$ cat src/verilog/cmpl_map.svh
// register offsets, field positions, reset values and timing counts
`ifndef CMPL_MAP_SVH
`define CMPL_MAP_SVH
`define CMPL_OFS_CTRL_A0 5'h00
`define CMPL_OFS_CTRL_B0 5'h04
`define CMPL_CHAN_STRIDE 5'h08
`define CMPL_OFS_CTRL_A1 5'h08
`define CMPL_OFS_SHARED 5'h10
`define CMPL_OFS_IRQ_FLAG 5'h14
`define CMPL_OFS_IRQ_EN 5'h18
`define CMPL_OFS_IRQ_CTRL 5'h1C
`define CMPL_A_ENABLE 7
`define CMPL_A_OUTPUT 6
`define CMPL_A_INVERT 4
`define CMPL_A_SPEED 2
`define CMPL_A_HYST 1
`define CMPL_A_SYNC 0
`define CMPL_A_WMASK 8'h97
`define CMPL_A_RESET 8'h04
`define CMPL_B_RISE 7
`define CMPL_B_FALL 6
`define CMPL_B_PCH_LSB 3
`define CMPL_B_NCH_LSB 0
`define CMPL_B_RESET 8'h00
`define CMPL_C_GLOBAL 7
`define CMPL_C_PERIPH 6
`define CMPL_INSTR_DIV 4
`endif

$ cat src/verilog/cmpl_pkg.sv
// types shared by the comparator output logic
package cmpl_pkg;
  typedef logic [7:0] cmpl_byte_t;
  typedef enum logic {CMPL_BUS_IDLE, CMPL_BUS_ANSWER} cmpl_bus_t;
endpackage

$ cat src/verilog/cmpl_chan_if.sv
// control and result signals between the top and one comparator channel
`timescale 1ns/10ps
interface cmpl_chan_if;
  logic enable;
  logic invert;
  logic sync_sel;
  logic instr_tick;
  logic timer_fall;
  logic out_bit;
  logic rise;
  logic fall;
  logic ext_out;
  modport host (output enable, invert, sync_sel, instr_tick, timer_fall,
    input out_bit, rise, fall, ext_out);
  modport channel (input enable, invert, sync_sel, instr_tick, timer_fall,
    output out_bit, rise, fall, ext_out);
endinterface // cmpl_chan_if

$ cat src/verilog/cmpl_channel.sv
// one comparator channel: input synchroniser, output latch, edge detectors
`timescale 1ns/10ps
module cmpl_channel
  import cmpl_pkg::*;
(
  // clock and reset
  input wire logic i_clock,
  input wire logic i_rst_n,
  // raw analog result, asynchronous
  input wire logic i_raw,
  // link to top
  cmpl_chan_if.channel ctl
);
  logic raw_s1_reg;
  logic raw_s2_reg;
  logic raw_s3_reg;
  logic level_reg;
  logic out_bit_reg;
  logic out_bit_next;
  logic rise_reg;
  logic fall_reg;
  logic ext_reg;

  ////////////////////////////////////////////////////////////////////////
  // three-stage synchroniser; level moves only when stages two and three agree
  always_ff @(posedge i_clock)
  begin
    if (!i_rst_n)
    begin
      raw_s1_reg <= 1'b0;
      raw_s2_reg <= 1'b0;
      raw_s3_reg <= 1'b0;
      level_reg <= 1'b0;
    end
    else
    begin
      raw_s1_reg <= i_raw;
      raw_s2_reg <= raw_s1_reg;
      raw_s3_reg <= raw_s2_reg;
      if (raw_s2_reg == raw_s3_reg)
        level_reg <= raw_s3_reg; // high means noninverting above inverting
    end
  end

  // a disabled comparator reads as low before the polarity stage
  assign out_bit_next = (ctl.enable & level_reg) ^ ctl.invert;

  ////////////////////////////////////////////////////////////////////////
  // internal output latched once per instruction cycle, edges seen there
  always_ff @(posedge i_clock)
  begin
    if (!i_rst_n)
    begin
      out_bit_reg <= 1'b0;
      rise_reg <= 1'b0;
      fall_reg <= 1'b0;
    end
    else
    begin
      rise_reg <= ctl.instr_tick & out_bit_next & ~out_bit_reg;
      fall_reg <= ctl.instr_tick & ~out_bit_next & out_bit_reg;
      if (ctl.instr_tick)
        out_bit_reg <= out_bit_next;
    end
  end

  ////////////////////////////////////////////////////////////////////////
  // external output: follows freely, or waits for the timer's falling edge
  always_ff @(posedge i_clock)
  begin
    if (!i_rst_n)
      ext_reg <= 1'b0;
    else if (!ctl.sync_sel)
      ext_reg <= out_bit_next;
    else if (ctl.timer_fall)
      ext_reg <= out_bit_reg; // timer counts on rising edges, so no race
  end

  assign ctl.out_bit = out_bit_reg;
  assign ctl.rise = rise_reg;
  assign ctl.fall = fall_reg;
  assign ctl.ext_out = ext_reg;
endmodule // cmpl_channel

$ cat src/verilog/cmpl_output_logic.sv
// comparator output logic: register file over avalon-mm and channel glue
//
// The implementer's own choices: the Avalon-MM slave port and the register addresses.
`timescale 1ns/10ps
`include "cmpl_map.svh"

module cmpl_output_logic
  import cmpl_pkg::*;
#(
  parameter int unsigned NUM_COMP = 2, // comparator instances
  parameter int unsigned INSTR_DIV = `CMPL_INSTR_DIV // core clocks per instruction cycle
)(
  // clock and reset
  input wire logic i_clock,
  input wire logic i_rst_n,
  // avalon-mm slave
  input wire logic [4:0] i_address,
  input wire logic i_read,
  input wire logic i_write,
  input wire logic [31:0] i_writedata,
  input wire logic [3:0] i_byteenable,
  output logic [31:0] o_readdata,
  output logic o_waitrequest,
  // analog side
  input wire logic [NUM_COMP-1:0] i_compare_raw,
  output logic [NUM_COMP-1:0] o_comparator_enable,
  output logic [NUM_COMP-1:0] o_hysteresis_enable,
  output logic [NUM_COMP-1:0] o_speed_power_select,
  output logic [3*NUM_COMP-1:0] o_pos_channel,
  output logic [3*NUM_COMP-1:0] o_neg_channel,
  // sync timer side
  input wire logic i_timer_clock,
  output logic [NUM_COMP-1:0] o_sync_out,
  // interrupt flags
  output logic [NUM_COMP-1:0] o_irq_flag,
  output logic o_irq_request
);
  cmpl_bus_t bus_state_reg;
  logic waitrequest_reg;
  logic [31:0] readdata_reg;
  logic [31:0] rd_value;
  logic wr_en;
  logic [7:0] div_cnt_reg;
  logic instr_tick_reg;
  logic tclk_s1_reg;
  logic tclk_s2_reg;
  logic tclk_s3_reg;
  logic tclk_level_reg;
  logic timer_fall_reg;
  logic [NUM_COMP-1:0] flag_reg;
  logic [NUM_COMP-1:0] flag_next;
  logic [NUM_COMP-1:0] irq_en_reg;
  cmpl_byte_t irq_ctrl_reg;
  logic irq_request_reg;
  logic [NUM_COMP-1:0] out_vec;
  logic [NUM_COMP-1:0] set_vec;
  logic [NUM_COMP-1:0][7:0] ctrl_a_vec;
  logic [NUM_COMP-1:0][7:0] ctrl_b_vec;

  // instance count limited to the two variants; divider must fit its counter
  if (NUM_COMP < 1 || NUM_COMP > 2)
  begin : g_bad_count
    $error("NUM_COMP must be 1 or 2");
  end
  if (INSTR_DIV < 1 || INSTR_DIV > 256)
  begin : g_bad_div
    $error("INSTR_DIV must be 1 to 256");
  end

  // word compare of an address against a register offset
  function automatic logic addr_is(input logic [4:0] addr, input logic [4:0] ofs);
    return addr[4:2] == ofs[4:2];
  endfunction

  // offset of a per-channel register
  function automatic logic [4:0] chan_ofs(input logic [4:0] base, input int k);
    return 5'(base + `CMPL_CHAN_STRIDE * 5'(k));
  endfunction

  ////////////////////////////////////////////////////////////////////////
  // bus handshake: waitrequest drops for one cycle, one cycle after the request
  always_ff @(posedge i_clock)
  begin
    if (!i_rst_n)
    begin
      bus_state_reg <= CMPL_BUS_IDLE;
      waitrequest_reg <= 1'b1;
    end
    else
    begin
      unique case (bus_state_reg)
        CMPL_BUS_IDLE:
        begin
          if (i_read || i_write)
          begin
            bus_state_reg <= CMPL_BUS_ANSWER;
            waitrequest_reg <= 1'b0;
          end
        end
        CMPL_BUS_ANSWER:
        begin
          bus_state_reg <= CMPL_BUS_IDLE;
          waitrequest_reg <= 1'b1;
        end
      endcase
    end
  end

  // writes land on the edge where the master sees waitrequest low
  assign wr_en = (bus_state_reg == CMPL_BUS_ANSWER) && i_write && i_byteenable[0];

  ////////////////////////////////////////////////////////////////////////
  // read multiplexer; unmapped words read as zero
  always_comb
  begin
    rd_value = 32'h0000_0000;
    for (int k = 0; k < NUM_COMP; k++)
    begin
      if (addr_is(i_address, chan_ofs(`CMPL_OFS_CTRL_A0, k)))
        rd_value[7:0] = ctrl_a_vec[k];
      if (addr_is(i_address, chan_ofs(`CMPL_OFS_CTRL_B0, k)))
        rd_value[7:0] = ctrl_b_vec[k];
    end
    if (addr_is(i_address, `CMPL_OFS_SHARED))
      rd_value[NUM_COMP-1:0] = out_vec;
    if (addr_is(i_address, `CMPL_OFS_IRQ_FLAG))
      rd_value[NUM_COMP-1:0] = flag_reg;
    if (addr_is(i_address, `CMPL_OFS_IRQ_EN))
      rd_value[NUM_COMP-1:0] = irq_en_reg;
    if (addr_is(i_address, `CMPL_OFS_IRQ_CTRL))
      rd_value[7:0] = irq_ctrl_reg;
  end

  // read data captured when the answer starts, so it stands at the taking edge
  always_ff @(posedge i_clock)
  begin
    if (!i_rst_n)
      readdata_reg <= 32'h0000_0000;
    else if (bus_state_reg == CMPL_BUS_IDLE && i_read)
      readdata_reg <= rd_value;
  end

  ////////////////////////////////////////////////////////////////////////
  // instruction-cycle enable from the core clock
  always_ff @(posedge i_clock)
  begin
    if (!i_rst_n)
    begin
      div_cnt_reg <= 8'h00;
      instr_tick_reg <= 1'b0;
    end
    else
    begin
      instr_tick_reg <= (div_cnt_reg == 8'(INSTR_DIV - 1));
      if (div_cnt_reg == 8'(INSTR_DIV - 1))
        div_cnt_reg <= 8'h00;
      else
        div_cnt_reg <= div_cnt_reg + 8'h01;
    end
  end

  ////////////////////////////////////////////////////////////////////////
  // prescaled timer clock sampled as a pin; falling edge becomes a pulse
  always_ff @(posedge i_clock)
  begin
    if (!i_rst_n)
    begin
      tclk_s1_reg <= 1'b0;
      tclk_s2_reg <= 1'b0;
      tclk_s3_reg <= 1'b0;
      tclk_level_reg <= 1'b0;
      timer_fall_reg <= 1'b0;
    end
    else
    begin
      tclk_s1_reg <= i_timer_clock;
      tclk_s2_reg <= tclk_s1_reg;
      tclk_s3_reg <= tclk_s2_reg;
      timer_fall_reg <= (tclk_s2_reg == tclk_s3_reg) && tclk_level_reg && !tclk_s3_reg;
      if (tclk_s2_reg == tclk_s3_reg)
        tclk_level_reg <= tclk_s3_reg;
    end
  end

  ////////////////////////////////////////////////////////////////////////
  // one channel per comparator, each with its own registers and detectors
  for (genvar k = 0; k < NUM_COMP; k++)
  begin : g_chan
    cmpl_byte_t ctrl_a_reg;
    cmpl_byte_t ctrl_b_reg;
    cmpl_chan_if link ();

    // control registers; output bit is read-only and stored as zero
    always_ff @(posedge i_clock)
    begin
      if (!i_rst_n)
      begin
        ctrl_a_reg <= `CMPL_A_RESET;
        ctrl_b_reg <= `CMPL_B_RESET;
      end
      else if (wr_en)
      begin
        if (addr_is(i_address, chan_ofs(`CMPL_OFS_CTRL_A0, k)))
          ctrl_a_reg <= i_writedata[7:0] & `CMPL_A_WMASK; // speed bit kept as written
        if (addr_is(i_address, chan_ofs(`CMPL_OFS_CTRL_B0, k)))
          ctrl_b_reg <= i_writedata[7:0];
      end
    end

    assign link.enable = ctrl_a_reg[`CMPL_A_ENABLE];
    assign link.invert = ctrl_a_reg[`CMPL_A_INVERT];
    assign link.sync_sel = ctrl_a_reg[`CMPL_A_SYNC];
    assign link.instr_tick = instr_tick_reg;
    assign link.timer_fall = timer_fall_reg;

    cmpl_channel u_channel (
      .i_clock (i_clock),
      .i_rst_n (i_rst_n),
      .i_raw (i_compare_raw[k]),
      .ctl (link.channel)
    );

    // readback shows the live output bit in its documented slot
    always_comb
    begin
      ctrl_a_vec[k] = ctrl_a_reg;
      ctrl_a_vec[k][`CMPL_A_OUTPUT] = link.out_bit;
    end
    assign ctrl_b_vec[k] = ctrl_b_reg;
    assign out_vec[k] = link.out_bit;
    assign set_vec[k] = (link.rise & ctrl_b_reg[`CMPL_B_RISE])
      | (link.fall & ctrl_b_reg[`CMPL_B_FALL]);
    assign o_sync_out[k] = link.ext_out;
    assign o_comparator_enable[k] = ctrl_a_reg[`CMPL_A_ENABLE];
    assign o_hysteresis_enable[k] = ctrl_a_reg[`CMPL_A_HYST];
    assign o_speed_power_select[k] = ctrl_a_reg[`CMPL_A_SPEED];
    assign o_pos_channel[3*k +: 3] = ctrl_b_reg[`CMPL_B_PCH_LSB +: 3];
    assign o_neg_channel[3*k +: 3] = ctrl_b_reg[`CMPL_B_NCH_LSB +: 3];
  end

  ////////////////////////////////////////////////////////////////////////
  // flags: software write stores, hardware set is or-ed on top so it wins
  always_comb
  begin
    flag_next = flag_reg;
    if (wr_en && addr_is(i_address, `CMPL_OFS_IRQ_FLAG))
      flag_next = i_writedata[NUM_COMP-1:0];
    flag_next = flag_next | set_vec;
  end

  always_ff @(posedge i_clock)
  begin
    if (!i_rst_n)
      flag_reg <= '0;
    else
      flag_reg <= flag_next;
  end

  // enables for the request line
  always_ff @(posedge i_clock)
  begin
    if (!i_rst_n)
    begin
      irq_en_reg <= '0;
      irq_ctrl_reg <= 8'h00;
    end
    else if (wr_en)
    begin
      if (addr_is(i_address, `CMPL_OFS_IRQ_EN))
        irq_en_reg <= i_writedata[NUM_COMP-1:0];
      if (addr_is(i_address, `CMPL_OFS_IRQ_CTRL))
        irq_ctrl_reg <= i_writedata[7:0] & 8'hC0;
    end
  end

  // request follows flags one cycle later, gated by all three enables
  always_ff @(posedge i_clock)
  begin
    if (!i_rst_n)
      irq_request_reg <= 1'b0;
    else
      irq_request_reg <= (|(flag_reg & irq_en_reg)) & irq_ctrl_reg[`CMPL_C_GLOBAL]
        & irq_ctrl_reg[`CMPL_C_PERIPH];
  end

  assign o_readdata = readdata_reg;
  assign o_waitrequest = waitrequest_reg;
  assign o_irq_flag = flag_reg;
  assign o_irq_request = irq_request_reg;
endmodule // cmpl_output_logic

$ cat config.mk
export PLATFORM = sky130hd
export DESIGN_NAME = cmpl_output_logic
export DESIGN_NICKNAME = d
export VERILOG_FILES = /design/src/verilog/cmpl_pkg.sv /design/src/verilog/cmpl_chan_if.sv /design/src/verilog/cmpl_channel.sv /design/src/verilog/cmpl_output_logic.sv
export VERILOG_INCLUDE_DIRS = /design/src /design/src/verilog
export SDC_FILE = /design/constraint.sdc
export NUM_CORES = 1
export LEC_CHECK = 0
export BUFFER_PORTS_ARGS = -buffer_cell sky130_fd_sc_hd__buf_4
export CAP_MARGIN = 25
export CORE_MARGIN = 8
export CORE_UTILIZATION = 42
export DETAILED_ROUTE_END_ITERATION = 10
export GPL_TIMING_DRIVEN = 0
export PLACE_DENSITY = 0.68
export REMOVE_ABC_BUFFERS = 1
export SLEW_MARGIN = 20
export SYNTH_ARGS = -nofsm -noshare
export SYNTH_HDL_FRONTEND = slang
export SYNTH_SLANG_ARGS = --single-unit
$ cat constraint.sdc
create_clock -name i_clock -period 2.2 [get_ports i_clock]
set_input_delay 0.44 -clock i_clock [delete_from_list [all_inputs] [get_ports i_clock]]
set_output_delay 0.44 -clock i_clock [all_outputs]
set_load 0.01 [all_outputs]
---- Yosys cells after proc, flatten, opt, wreduce, memory -nomap -nowiden ----
Cells that the tools add are included.
cells by class
  add/subtract/negate cells ............... 1
  multipliers ............................. 0
  div/mod/pow operators ................... 0
  magnitude comparators ................... 0
  equality and inequality tests ........... 14
  shifts and indexed selects .............. 0
  mux-type cells .......................... 17
  bitwise logic cells ..................... 28
  reductions and logical operators ........ 17
operator list
  cell                 number
  $mux 8               5
  $and 1x1->1          16
  $eq 3x3->1 const B   4
  $reduce_and 2->1     6
  $add 8x1->8 const B  1
  $eq 8x2->1 const B   1
  $mux 2               4
  $eq 3x2->1 const B   2
  $logic_and 1x1->1    6
  $mux 1               6
  $ne 2x2->1 const B   3
  $not 1->1            6
  $pmux 1 s2           2
  $reduce_or 2->1      2
  $eq 1x1->1           3
  $eq 3x1->1 const B   1
  $logic_not 3->1      1
  $and 2x2->2          1
  $or 1x1->1           2
  $or 2x2->2           1
  $xor 1x1->1          2
  $logic_not 1->1      1
  $logic_or 1x1->1     1
storage, ports and cells
  flip-flop bits (word level) ............. 73
  latch bits .............................. 0
  memory bits (writable) .................. 0
  bits in read-only memories .............. 0
  input bits .............................. 48
  output and inout bits ................... 56
  memories kept ........................... 0

---- Depth between registers and ports, before layout ----
  word-level depth ........................ 9
  depth in mapped cells ................... 7
  gate-level depth less buffers ........... 5

---- Hierarchy ----
A second synthesis with hierarchy kept.
unflattened totals
  cell total of the unflattened synthesis .. 358
  area total of the unflattened synthesis .. 3284.4 um2
by module, submodules not included
  module             times used  cells each  area an instance (um2)
  cmpl_output_logic  1           308         2743.9
  cmpl_channel       2           25          270.3

---- Worst setup path before layout ----
Ideal clock, no wire load.
  path type ............................... input port to flip-flop
  from .................................... input i_address[2]
  to ...................................... register g_chan[1].ctrl_b_reg[7]
  data arrival time ....................... 1507 ps
  required time ........................... 2083 ps
  slack ................................... 577 ps
  cell stages on the path ................. 7
  cell sequence ........................... buf_4 inv_2 or4_4 buf_6 buf_6 nand3_2 o21ai_2
on the way
  cells in the longest elaborated chain, start to end .. 2
RTL lines
  what                        line                      source
  start: declaration          cmpl_output_logic.sv:17   input wire logic [4:0] i_address,
  $eq 3x2->1                  cmpl_output_logic.sv:72   return addr[4:2] == ofs[4:2];
  $reduce_and 2->1 (no line)  n/a
  end signal: assignment      cmpl_output_logic.sv:199  ctrl_b_reg <= `CMPL_B_RESET;
  end signal: assignment      cmpl_output_logic.sv:206  ctrl_b_reg <= i_writedata[7:0];
  end: declaration            cmpl_output_logic.sv:190  cmpl_byte_t ctrl_b_reg;
No other way between the ends.
A chain may end at the register's enable or synchronous reset.

---- Worst setup path after layout ----
  from .................................... register bus_state_reg
  to ...................................... register g_chan[0].ctrl_b_reg[0]
on the way
  cells in the longest elaborated chain, start to end .. 3
RTL lines
  what                            line                      source
  start: declaration              cmpl_output_logic.sv:38   cmpl_bus_t bus_state_reg;
  start signal: assignment        cmpl_output_logic.sv:86   bus_state_reg <= CMPL_BUS_IDLE;
  start signal: assignment        cmpl_output_logic.sv:96   bus_state_reg <= CMPL_BUS_ANSWER;
  start signal: assignment        cmpl_output_logic.sv:102  bus_state_reg <= CMPL_BUS_IDLE;
  $logic_and 1x1->1 (2 in a row)  cmpl_output_logic.sv:110  assign wr_en = (bus_state_reg == CMPL_BUS_ANSWER) && i_write && i_byteenable[0];
  $reduce_and 2->1 (no line)      n/a
  end signal: assignment          cmpl_output_logic.sv:199
  end signal: assignment          cmpl_output_logic.sv:206
  end: declaration                cmpl_output_logic.sv:190
No other way between the ends.

==> reports/qor.yml <==
run_status: "complete, no violations"
drt-initial-drc-count: 80
postCtsSetupRepairBufs: 0
rsz0062_at_grt: "no"
synth_most_common_cell: "dfxtp_1"
place_congestion: 0.809
yosysSeqAreaShare_pct: 44.1
setup_violations: 0
grt-ovfl-total: 0
initial_core_util_pct: 43.1
synth_commonest_cells: "dfxtp_1, buf_4, nand2_1, nand3_1, o21ai_0"
clock_latency_ns: 0.34
final-max-slew-violation-count: 0
timing.rr.end: "g_chan[0].ctrl_b_reg[0]"
synth_edf_count: 0
cts_tree: "built"
coreArea_mm2: 0.00769
avgViaCountPerCell: 5.02
drv_cap: 0
grt_max_degree: 79
reg2reg_depth: 4
clockBufferDepth: 2
clkSinkCount: 73
portBuffers: 50
async_flop_share_pct: 0
synth_cells: 348
ys_warn_count: 0
routed_wl_um: 6820
slew_headroom_pct: 47.1
maxClockFrequency_mhz: 551
rows: 32
ys.flop_type: "dfxtp_1"
path_clk_slew_ns: 0.07
worstSetupPathType: "register to register"
via_count: 2403
startpoint_type: "register"
first_global_vias: 2242
syn_area_mm2: 0.00331
r2r_slack_ns: 0.39
cp_slowest_cell: "or4_1"
drive_gt1_share_pct: 25.7
die_area_mm2: 0.0110
place_inst: 464
cp-end-kind: "register"
ctsHoldBuffers: 0
synthTopCellsByArea: "dfxtp_1, buf_4, mux2i_1, nand3_1, o21ai_2"
synth_seq_cells: 73
worstPathRequired_ns: 2.40
finalCritPeriodShare_pct: 82.4
syn2layout_area_growth_pct: 11.0
n_fill_cell: 753
powerDensity_mw_per_mm2: 680
ioPinCount: 104
final-instance-count-excl-fill: 479
finalSetupTns_ns: 0
fin_crit_ns: 1.81
p_leak_nw: 1.49
min_path_type: "primary input to register"
cts_resized: 0
clockRootBuffer: "clkbuf_8"
n_antenna_cell: 0
slowest_delay_ns: 0.86
ant_nets: 0
hpwl_um: 4800
cp_max_fo: 16
post_drt_wl_per_cell_um: 14.2
grt_pass1_wl_um: 11400
skew_ns: 0.00275
hold_start: "i_compare_raw[0]"
grt_usage_pct: 12.6
worstHoldEndpoint: "g_chan[0].u_channel.raw_s1_reg"
critPathArrivalTime_ns: 2.02
whs_path_depth: 2
synth.distinct_cells: 45
htreeDepth: 3
drc: 0
worst_pin_slew_ns: 0.794
avgSynthCellArea_um2: 9.52
antenna_found_initial: 0
drt-pass1-iter-count: 4
cts_buffers: 9
fin_nets: 422
timing_hold_violations_final: 0
r2r-start: "bus_state_reg"
synth_top_area_share_pct: 44.1
utilization_pct: 47.9
peakVddDrop_v: 0.000474
die_w_um: 105
yosys.area.top_type: "dfxtp_1"
die_h_um: 105
largest_reg_flops: 16
cp_cell_sequence: "nand2_2, or4_1, nand3_1, o21ai_2"
[worst max-delay path by stage]
stage | start | end | slack, ns | cells past startpoint
global route | bus_state_reg | g_chan[0].ctrl_b_reg[4] | 0.28 | 4
finish | bus_state_reg | g_chan[0].ctrl_b_reg[0] | 0.39 | 4
detailed placement | i_address[3] | g_chan[0].ctrl_b_reg[0] | 0.11 | 4
CTS | bus_state_reg | g_chan[0].ctrl_b_reg[0] | 0.37 | 4
global placement | i_address[3] | g_chan[0].ctrl_b_reg[4] | 0.14 | 4
floorplan | i_byteenable[0] | g_chan[0].ctrl_b_reg[0] | 0.54 | 4
[worst max-delay path, delay by kind of cell, from the launching register on]
| kind | cells | cell delay (ns) |
|---|---|---|
| simple gates | 3 | 1.19 |
| compound gates | 1 | 0.07 |
| flops | 1 | 0.42 |
[power by group]
group	total, mW	switching [mW]	internal, mW
registers	1.37	0.0210	1.35
logic	0.186	0.116	0.0700
clock network	0.948	0.458	0.490
total	2.50	0.595	1.91
[area by class of cell]
class	instances	area, um^2	share of cell area [%]
well taps	102	128	3.47
multi-input cells	237	1530	41.5
inverters	2	7.51	0.204
clock inverters	3	15.0	0.408
clock buffers	12	165	4.49
repair buffers	50	375	10.2
flip-flops and latches	73	1460	39.7
[per-layer routing]
metal | routed length, um | track usage (%)
met3 | 595 | 6.27
met5 | 0 | 0
met2 | 3080 | 19.3
met1 | 3100 | 15.4
met4 | 51 | 3.06
[kinds of logic after synthesis]
group | share of synthesized area (%)
other | 0.113
AO/OA/AOI/OAI | 13.2
buffers and inverters | 12.5
XOR/XNOR | 2.11
multiplexers | 7.55
AND/OR/NAND/NOR | 20.0
adder cells (fa/ha/maj) | 0.377
flip-flops | 44.1
[cell usage in the layout, fill, tap and decap left out, types with 3 or more instances in the layout]
cell type / n
and3_1: 5
conb_1: 24
dfxtp_1: 73
nand2_1: 28
nand3_1: 28
mux2_2: 4
clkinv_2: 3
nand3_2: 4
clkbuf_8: 12
o21ai_0: 17
nor3_1: 3
mux2i_1: 16
xnor2_1: 3
nand2b_1: 5
a22oi_1: 6
a21oi_1: 3
and2_1: 13
nor2b_1: 10
or4_1: 3
nor2_1: 12
xor2_1: 5
a21boi_0: 5
buf_4: 50
o21ai_2: 16
[stage by stage]
stage	cell area (um^2)	setup WS [ns]	total power, mW	hold slack, ns
4_1_cts	3680	0.367	2.53	0.289
3_3_place_gp	3500	0.144	1.58	0.400
5_1_grt	3680	0.278	2.62	0.286
2_1_floorplan	3000	0.542	1.49	0.392
3_5_place_dp	3500	0.109	1.58	0.410
6_report	3680	0.387	2.50	0.307
Note: power is estimated with default switching activity, not from simulation.
